[src/inc/bpcc_regs.vh]
// register offsets, bit positions, reset values and constants of the blink-phase and setup block
`ifndef BPCC_REGS_VH
`define BPCC_REGS_VH
`define BPCC_ADDR_W 8
`define BPCC_DATA_W 8
`define BPCC_PORTS 16
// register offsets
`define BPCC_OFF_PHASE0_LO 8'h02
`define BPCC_OFF_PHASE0_HI 8'h03
`define BPCC_OFF_PORTDIR_LO 8'h06
`define BPCC_OFF_PORTDIR_HI 8'h07
`define BPCC_OFF_PHASE1_LO 8'h0A
`define BPCC_OFF_PHASE1_HI 8'h0B
`define BPCC_OFF_MASTER_INT 8'h0E
`define BPCC_OFF_SETUP 8'h0F
`define BPCC_OFF_INTENS_FIRST 8'h10
`define BPCC_OFF_INTENS_LAST 8'h17
// setup register bit positions
`define BPCC_BIT_BLINK_EN 0
`define BPCC_BIT_FLIP 1
`define BPCC_BIT_GLOBAL 2
`define BPCC_BIT_IRQ_EN 3
`define BPCC_BIT_AUX0 4
`define BPCC_BIT_AUX1 5
`define BPCC_BIT_PHASE_PIN 6
`define BPCC_BIT_IRQ_STAT 7
// writable field of the setup register (top two bits ignored)
`define BPCC_SETUP_WMASK 8'h3F
// reset values
`define BPCC_RST_SETUP 6'h0C
`define BPCC_RST_PHASE 8'hFF
`define BPCC_RST_PORTDIR 8'hFF
`define BPCC_RST_MASTER 8'h0F
`define BPCC_RST_INTENS 8'hFF
`define BPCC_ZERO_BYTE 8'h00
`endif

[src/rtl/bpcc_sync2.v]
// two-stage synchroniser for one level from outside the clock domain
`timescale 1ns/100ps
`default_nettype none
module bpcc_sync2 (
	// clock and reset
	input wire sys_clk,
	input wire resetn,
	// level in and out
	input wire async_in,
	output reg sync_out
);
	reg meta; // first stage, read only by the second

	// two flops, constant reset values only
	always @(posedge sys_clk or negedge resetn) begin
		if (!resetn) begin
			meta <= 1'b0;
			sync_out <= 1'b0;
		end else begin
			meta <= async_in;
			sync_out <= meta;
		end
	end
endmodule // bpcc_sync2
`default_nettype wire

[src/rtl/bpcc_blink_ctrl.v]
// setup register, blink phase selection, port and shared pin drive
//
// Summary of operation
// setup bit D0 enables blink mode
// phase is flip bit XOR phase input
// blink off uses phase-0 registers only
// output bit 1 releases pin, 0 pulls low
// D2 picks shared or per-port intensity
// D3 routes shared pin to change interrupt
// blink off: D4 sets shared pin level
// blink on: D4 phase 0, D5 phase 1
// setup read D6 shows phase input level
// D7 reports change; with D3 set, pin low while set
// host may fill phase-1 with ones
// setup write ignores top two bits
// phase input synchronised by two flops
`timescale 1ns/100ps
`default_nettype none
`include "bpcc_regs.vh"
module bpcc_blink_ctrl (
	// clock and reset
	input wire sys_clk,
	input wire resetn,
	// register access from the serial bus slave
	input wire reg_wr,
	input wire reg_rd,
	input wire [7:0] reg_addr,
	input wire [7:0] reg_wdata,
	output reg [7:0] reg_rdata,
	output reg reg_rvalid,
	// external phase-toggle input pin
	input wire phase_toggle_pin,
	// input change detection from the transition logic
	input wire change_detected,
	// port pins port_pin_first .. port_pin_last, open drain
	output wire [15:0] port_out,
	output wire [15:0] port_oe,
	// shared_irq_output_pin, open drain
	output wire shared_irq_output_pin_out,
	output wire shared_irq_output_pin_oe,
	// intensity selection to the pwm engine
	output reg [63:0] port_intensity,
	output reg [3:0] shared_intensity,
	// current phase, for observation
	output wire active_phase
);
	////////////////////////////////////////////////////////////////////
	// storage
	reg [5:0] setup; // writable setup bits D5..D0
	reg [15:0] phase0_lvl; // phase-0 output levels
	reg [15:0] phase1_lvl; // phase-1 output levels
	reg [15:0] port_dir; // 1 = input, 0 = output
	reg [7:0] master_int; // master and shared-pin intensity
	reg [7:0] intens [0:7]; // per-port intensity pairs
	wire phase_sync; // synchronised phase input
	wire blink_en;
	wire [15:0] sel_lvl;
	wire aux_level_phase0;
	wire aux_level_phase1;
	wire aux_sel;
	wire pin_low;
	wire [7:0] setup_read;
	integer i; // loop index of the reset branch only
	integer j; // loop index of the intensity routing only

	////////////////////////////////////////////////////////////////////
	// phase input crossing; the pin is asynchronous to sys_clk
	bpcc_sync2 u_phase_sync (
		.sys_clk(sys_clk),
		.resetn(resetn),
		.async_in(phase_toggle_pin),
		.sync_out(phase_sync)
	);

	////////////////////////////////////////////////////////////////////
	// phase selection
	assign blink_en = setup[`BPCC_BIT_BLINK_EN];
	// with blink off both flip bit and pin are masked out
	assign active_phase = blink_en & (setup[`BPCC_BIT_FLIP] ^ phase_sync);
	assign sel_lvl = active_phase ? phase1_lvl : phase0_lvl;

	////////////////////////////////////////////////////////////////////
	// port drive: bit 0 pulls low, bit 1 releases; inputs never driven
	genvar g;
	generate
		for (g = 0; g < `BPCC_PORTS; g = g + 1) begin : g_port
			assign port_out[g] = 1'b0;
			assign port_oe[g] = ~port_dir[g] & ~sel_lvl[g];
		end
	endgenerate

	////////////////////////////////////////////////////////////////////
	// shared pin drive
	assign aux_level_phase0 = setup[`BPCC_BIT_AUX0];
	assign aux_level_phase1 = setup[`BPCC_BIT_AUX1];
	// active_phase is already 0 when blink is off, so D4 alone applies
	assign aux_sel = active_phase ? aux_level_phase1 : aux_level_phase0;
	// interrupt mode pulls low while a change is flagged
	assign pin_low = setup[`BPCC_BIT_IRQ_EN] ? change_detected : ~aux_sel;
	assign shared_irq_output_pin_out = 1'b0;
	assign shared_irq_output_pin_oe = pin_low;

	////////////////////////////////////////////////////////////////////
	// intensity routing
	always @* begin
		// shared pin always takes the master low nibble
		shared_intensity = master_int[3:0];
		// own index so no variable is driven from two processes
		for (j = 0; j < 8; j = j + 1) begin
			if (setup[`BPCC_BIT_GLOBAL]) begin
				port_intensity[j*8 +: 8] = {master_int[3:0], master_int[3:0]};
			end else begin
				port_intensity[j*8 +: 8] = intens[j];
			end
		end
	end

	////////////////////////////////////////////////////////////////////
	// register writes
	always @(posedge sys_clk or negedge resetn) begin
		if (!resetn) begin
			setup <= `BPCC_RST_SETUP;
			phase0_lvl <= {`BPCC_RST_PHASE, `BPCC_RST_PHASE};
			phase1_lvl <= {`BPCC_RST_PHASE, `BPCC_RST_PHASE};
			port_dir <= {`BPCC_RST_PORTDIR, `BPCC_RST_PORTDIR};
			master_int <= `BPCC_RST_MASTER;
			for (i = 0; i < 8; i = i + 1) begin
				intens[i] <= `BPCC_RST_INTENS;
			end
		end else if (reg_wr) begin
			if (reg_addr == `BPCC_OFF_SETUP) begin
				// status bits D7 and D6 are read-only
				setup <= reg_wdata[5:0];
			end else if (reg_addr == `BPCC_OFF_PHASE0_LO) begin
				phase0_lvl[7:0] <= reg_wdata;
			end else if (reg_addr == `BPCC_OFF_PHASE0_HI) begin
				phase0_lvl[15:8] <= reg_wdata;
			end else if (reg_addr == `BPCC_OFF_PHASE1_LO) begin
				phase1_lvl[7:0] <= reg_wdata;
			end else if (reg_addr == `BPCC_OFF_PHASE1_HI) begin
				phase1_lvl[15:8] <= reg_wdata;
			end else if (reg_addr == `BPCC_OFF_PORTDIR_LO) begin
				port_dir[7:0] <= reg_wdata;
			end else if (reg_addr == `BPCC_OFF_PORTDIR_HI) begin
				port_dir[15:8] <= reg_wdata;
			end else if (reg_addr == `BPCC_OFF_MASTER_INT) begin
				master_int <= reg_wdata;
			end else if (reg_addr >= `BPCC_OFF_INTENS_FIRST &&
				reg_addr <= `BPCC_OFF_INTENS_LAST) begin
				intens[reg_addr[2:0]] <= reg_wdata;
			end
		end
	end

	////////////////////////////////////////////////////////////////////
	// read data: live status in D7 and D6
	assign setup_read = {change_detected, phase_sync, setup};

	// registered read answer, one cycle after the strobe
	always @(posedge sys_clk or negedge resetn) begin
		if (!resetn) begin
			reg_rdata <= `BPCC_ZERO_BYTE;
			reg_rvalid <= 1'b0;
		end else begin
			reg_rvalid <= reg_rd;
			if (reg_rd) begin
				if (reg_addr == `BPCC_OFF_SETUP) begin
					reg_rdata <= setup_read;
				end else if (reg_addr == `BPCC_OFF_PHASE0_LO) begin
					reg_rdata <= phase0_lvl[7:0];
				end else if (reg_addr == `BPCC_OFF_PHASE0_HI) begin
					reg_rdata <= phase0_lvl[15:8];
				end else if (reg_addr == `BPCC_OFF_PHASE1_LO) begin
					reg_rdata <= phase1_lvl[7:0];
				end else if (reg_addr == `BPCC_OFF_PHASE1_HI) begin
					reg_rdata <= phase1_lvl[15:8];
				end else if (reg_addr == `BPCC_OFF_PORTDIR_LO) begin
					reg_rdata <= port_dir[7:0];
				end else if (reg_addr == `BPCC_OFF_PORTDIR_HI) begin
					reg_rdata <= port_dir[15:8];
				end else if (reg_addr == `BPCC_OFF_MASTER_INT) begin
					reg_rdata <= master_int;
				end else if (reg_addr >= `BPCC_OFF_INTENS_FIRST &&
					reg_addr <= `BPCC_OFF_INTENS_LAST) begin
					reg_rdata <= intens[reg_addr[2:0]];
				end else begin
					// unmapped here: reads zero
					reg_rdata <= `BPCC_ZERO_BYTE;
				end
			end
		end
	end
endmodule // bpcc_blink_ctrl
`default_nettype wire

[config.mk]
export PLATFORM = sky130hd
export DESIGN_NAME = bpcc_blink_ctrl
export DESIGN_NICKNAME = d
export VERILOG_FILES = /design/src/rtl/bpcc_sync2.v /design/src/rtl/bpcc_blink_ctrl.v
export VERILOG_INCLUDE_DIRS = /design/src /design/src/inc
export SDC_FILE = /design/constraint.sdc
export NUM_CORES = 1
export LEC_CHECK = 0
export ABC_AREA = 1
export BUFFER_PORTS_ARGS = -buffer_cell sky130_fd_sc_hd__buf_2
export CORE_ASPECT_RATIO = 0.5
export CORE_MARGIN = 2
export CORE_UTILIZATION = 56
export DETAILED_ROUTE_END_ITERATION = 7
export PLACE_DENSITY_LB_ADDON = 0.08
export SLEW_MARGIN = 30
export SYNTH_ARGS = -nofsm -noshare
export SYNTH_HDL_FRONTEND = slang
export SYNTH_HIERARCHICAL = 1
export SYNTH_SLANG_ARGS = --single-unit
export TNS_END_PERCENT = 1
[constraint.sdc]
create_clock -name sys_clk -period 1.7 [get_ports sys_clk]
set_input_delay 0.34 -clock sys_clk [delete_from_list [all_inputs] [get_ports sys_clk]]
set_output_delay 0.34 -clock sys_clk [all_outputs]
set_load 0.02 [all_outputs]
Word level (Yosys, flattened, before mapping)
Cells that the tools add are included.
{"block": "totals", "out_inout_bits": 112, "in_bits": 22, "ff_bits": 137, "word_cells": 129}
{"block": "op_classes", "bitwise_logic": 60, "eq_ne": 8, "magnitude_cmp": 4, "n_reduce_logical": 11, "muxes": 26}
{"operator": "$mux W8", "count": 20}
{"operator": "$bwmux W64", "count": 1}
{"operator": "$not A1 Y1", "count": 41}
{"operator": "$eq A8 B4 Y1 const B", "count": 4}
{"operator": "$bmux W8 S3", "count": 1}
{"operator": "$demux W8 S3", "count": 1}
{"operator": "$and A1 B1 Y1", "count": 17}
{"operator": "$eq A8 B2 Y1 const B", "count": 2}
{"operator": "$eq A8 B3 Y1 const B", "count": 2}
{"operator": "$mux W16", "count": 1}
{"operator": "$reduce_and A10 Y1", "count": 1}
{"operator": "$reduce_and A9 Y1", "count": 1}
{"operator": "$ge A8 B5 Y1 const B", "count": 1}
{"operator": "$le A8 B5 Y1 const B", "count": 1}
{"operator": "$reduce_and A8 Y1", "count": 1}
{"operator": "$reduce_and A7 Y1", "count": 1}
{"operator": "$reduce_and A6 Y1", "count": 1}
{"operator": "$reduce_and A5 Y1", "count": 1}
{"operator": "$ge A4 B4 Y1 const B", "count": 1}
{"operator": "$lt A4 B1 Y1 const B", "count": 1}
{"operator": "$not A3 Y4", "count": 1}
{"operator": "$reduce_and A4 Y1", "count": 1}
{"operator": "$reduce_and A3 Y1", "count": 1}
{"operator": "$logic_and A1 B1 Y1", "count": 2}
{"operator": "other kinds (3)", "count": 4}

Longest topological paths before layout
{"block": "depth", "word_depth": 13, "depth_mapped": 12, "ltp_nobuf": 11}

Cells and area by module
Netlist, hierarchy kept.
{"module": "bpcc_blink_ctrl", "cells_each": 957, "instances": 1, "seq_area_each_um2": 3525.9, "area_per_inst_um2": 7362.1}
{"module": "bpcc_sync2", "cells_each": 2, "instances": 1, "seq_area_each_um2": 50.0, "area_per_inst_um2": 50.0}

Least setup slack after synthesis
No wires, ideal clock.
{"block": "synth_timing", "path_kind": "register to output", "startpoint": "register setup[1]", "endpoint": "output port port_oe[5]", "slack_ps": -373, "t_required_ps": 1360, "arrival_ps": 1733, "path_stages_with_launch": 7, "n_path_buf": 1, "cell_sequence": "dfrtp_1 -> nand2_1 -> nand2_1 -> nor2_2 -> clkbuf_1 -> nor2_1 -> a211oi_1"}
{"block": "synth_between", "elab_chain_len": 5}
{"element": "start: declaration", "line_no": "bpcc_blink_ctrl.v:49", "rtl": "reg [5:0] setup;"}
{"element": "start signal: assignment", "line_no": "bpcc_blink_ctrl.v:122", "rtl": "setup <= `BPCC_RST_SETUP;"}
{"element": "start signal: assignment", "line_no": "bpcc_blink_ctrl.v:133", "rtl": "setup <= reg_wdata[5:0];"}
{"element": "$xor A1 B1 Y1", "line_no": "bpcc_blink_ctrl.v:79", "rtl": "assign active_phase = blink_en & (setup[`BPCC_BIT_FLIP] ^ phase_sync);"}
{"element": "$and A1 B1 Y1", "line_no": "bpcc_blink_ctrl.v:79"}
{"element": "net active_phase", "line_no": "bpcc_blink_ctrl.v:45", "rtl": "output wire active_phase"}
{"element": "$mux W16", "line_no": "bpcc_blink_ctrl.v:80", "rtl": "assign sel_lvl = active_phase ? phase1_lvl : phase0_lvl;"}
{"element": "$not A1 Y1", "line_no": "bpcc_blink_ctrl.v:88", "rtl": "assign port_oe[g] = ~port_dir[g] & ~sel_lvl[g];"}
{"element": "$and A1 B1 Y1", "line_no": "bpcc_blink_ctrl.v:88"}
{"element": "end: declaration", "line_no": "bpcc_blink_ctrl.v:37", "rtl": "output wire [15:0] port_oe,"}
The timed path passes the listed nets, and every way through them passes these cells.

Worst setup path after layout
{"block": "layout_timing", "startpoint": "register u_phase_sync.sync_out", "endpoint": "output port port_oe[2]"}
{"block": "layout_between", "elab_chain_len": 5}
{"element": "start: declaration", "line_no": "bpcc_sync2.v:10", "rtl": "output reg sync_out"}
{"element": "start signal: assignment", "line_no": "bpcc_sync2.v:21", "rtl": "sync_out <= meta;"}
{"element": "$xor A1 B1 Y1", "line_no": "bpcc_blink_ctrl.v:79"}
{"element": "$and A1 B1 Y1", "line_no": "bpcc_blink_ctrl.v:79"}
{"element": "$mux W16", "line_no": "bpcc_blink_ctrl.v:80"}
{"element": "$not A1 Y1", "line_no": "bpcc_blink_ctrl.v:88"}
{"element": "$and A1 B1 Y1", "line_no": "bpcc_blink_ctrl.v:88"}
No other way between the ends.

==> results.cfg <==
[status]
outcome = finished, violations left
violations = setup timing

[critical_path]
critPathKind = reg2out
cp-end-kind = output port
worst_setup_path_start_kind = flop
worstPathMaxFanout = 8
cp_data_required_time_ps = 1360
crit_arrival_ps = 1770
reg2reg_slack_ps = 190

[layout]
finish.instance_area_um2 = 9450
drive_gt1_frac = 0.352
fin_util = 0.738
finalNonFillerCells = 1305
syn_to_final_growth_pct = 27.5
diodes = 0
layout.nets = 1144

[timing]
setup_slack_ps = -405
max_slew_margin = 0.637
post-route-period-util = 1.24
tns_ps = -20590
drv_slew = 0
period_needed_ps = 2110
rsz0062_at_grt = true
setup_viol_count_final = 82
clock.fmax_ghz = 0.475
hold_viol = 0
tightestPinTransition_ps = 542
hold_slack_ps = 18.4
fin_skew_ps = 6.06

[grt]
grt_pass1_vias = 6955
grt_use_total = 0.348
grt-ovfl-total = 0
antenna_found_initial = 0
grt_max_degree = 58
grt_first_pass_wirelength_mm = 37.8

[logic_synthesis]
yosysWarningCount = 6
netlist.area_leader.share = 0.418
avgSynthCellArea_um2 = 7.73
ys_seq_area_frac = 0.482
yosysUniqueCellTypes = 38
synth.most_common_cell = nand2_1
synth.area.top_cells = dfstp_2, nand2_1, o21ai_0
netlist_top_cells_count = nand2_1, o21ai_0, dfstp_2, inv_1, nand3_1
synth_area_leader_cell = dfstp_2
async_flop_share = 1.00
syn_area_um2 = 7410
ys_dominant_reg_cell = dfstp_2
ys_ff_latch = 137
synthCells = 959
synth-edff-count = 0

[clock_network]
h-tree-depth = 4
cts.path.max_buffers = 2
cts_tree = yes
clock_latency_ps = 420
clock_sinks = 137
cts-root-buf = clkbuf_16
clkTransAtPathRegs_ps = 60
holdBufCountCts = 0
numCtsBuffers = 17

[placed_design]
placed_cells = 1270
placed_area_um2 = 8600
port_buffers = 116
dp_slack_ps = -202
place_congestion = 0.959
dpl.hpwl_mm = 16.6

[power]
power_mw = 8.97
power.density_nw_per_um2 = 949
p_leak_nw = 4.27
peakVddDrop_mv = 0.627

[die]
die_y_um = 85.4
fp.coreArea_um2 = 12800
fp.dieW_um = 167
die-area_um2 = 14200
initial_core_util = 0.579
rows = 29
ios = 134

[route]
num_vias = 7323
viasPerCell = 5.61
ant_nets = 0
drt-total-wl_mm = 24.2
drtIter0Drc = 842
first_pass_iters = 6
wl_per_cell_um = 18.6
drc_errors = 0

[min_path]
hp-class = in2reg

[job]
cap_viol_max_count = 0
[final cells by class]
type / count / area (um^2)
Fill cell: 988 / 3360
Timing Repair Buffer: 196 / 1370
Inverter: 110 / 417
Sequential cell: 137 / 3580
Clock buffer: 21 / 450
Multi-Input combinational cell: 660 / 3230
Tap cell: 170 / 213
Clock inverter: 11 / 194
[critical path: stages (launching register included)]
cell and delay (ps):
dfrtp_1 400, nor2_2 170, nor2_4 60, clkbuf_4 200
a21o_1 200, a21oi_2 150, buf_4 170
[cells by family (layout without fill, tap and decap cells)]
group                  after synthesis  in the layout  share of synthesized area
AND/OR/NAND/NOR                    377            377                      0.224
AO/OA/AOI/OAI                      265            265                      0.186
buffers and inverters              178            338                      0.106
flip-flops                         137            137                      0.482
other                                1             17                   0.000506
multiplexers                         1              1                    0.00135
[path summary, 6_finish.rpt]
path	startpoint	end	depth (start not counted)
setup reg to reg	intens[6]$_DFFE_PN1P_	reg_rdata[6]$_DFFE_PN0P_	8
min in group asynchronous	resetn	phase0_lvl[3]$_DFFE_PN1P_	1
setup / recovery	u_phase_sync/sync_out$_DFF_PN0_	port_oe[2]	6
hold / removal	phase_toggle_pin	u_phase_sync/meta$_DFF_PN0_	1
hold reg to reg	u_phase_sync/meta$_DFF_PN0_	u_phase_sync/sync_out$_DFF_PN0_	0
max in group asynchronous	resetn	port_dir[11]$_DFFE_PN1P_	2
[layout by cell type, fill, tap and decap left out, drive strengths merged, types with 2 or more instances in the layout]
| cell | netlist | routed |
|---|---|---|
| a211oi | 4 | 4 |
| a21o | 10 | 10 |
| a21oi | 31 | 31 |
| buf | 34 | 195 |
| bufinv | 0 | 5 |
| clkbuf | 34 | 22 |
| clkinv | 5 | 8 |
| conb | 1 | 17 |
| dfrtp | 19 | 19 |
| dfstp | 118 | 118 |
| inv | 105 | 107 |
| nand2 | 250 | 250 |
| nand3 | 60 | 60 |
| nand3b | 2 | 2 |
| nand4 | 7 | 7 |
| nor2 | 50 | 50 |
| nor3 | 5 | 5 |
| o21ai | 216 | 216 |
| o21bai | 2 | 2 |
| or2 | 2 | 2 |
[flip-flops by register name (all words and copies together), names as in the netlist]
| register | flops |
|---|---|
| intens | 64 |
| master_int | 8 |
| phase0_lvl | 16 |
| phase1_lvl | 16 |
| port_dir | 16 |
| reg_rdata | 8 |
| reg_rvalid | 1 |
| setup | 6 |
| u_phase_sync/meta | 1 |
| u_phase_sync/sync_out | 1 |
[metal layers]
layer  routed length, um  GRT usage  vias up
met5                   0          0        -
met4                 522      0.129        0
met3                2180     0.0830       46
met1               10400      0.467     3491
li1                    -          -     3403
met2               11200      0.558      383
[timing repair]
action / 4_1_cts / 5_1_grt
cloned: 0 / 1
pin swaps: 0 / 4
setup buffers: 0 / 2
resized for setup: 30 / 48
endpoints found under the setup margin: 82 / 82
[where the power goes]
group          internal (mW)  total, mW  switching [mW]
logic                  0.407       1.16           0.751
clock network           2.65       4.12            1.47
registers               3.53       3.69           0.161
total                   6.58       8.97            2.38
Note: power is estimated with default switching activity, not from simulation.
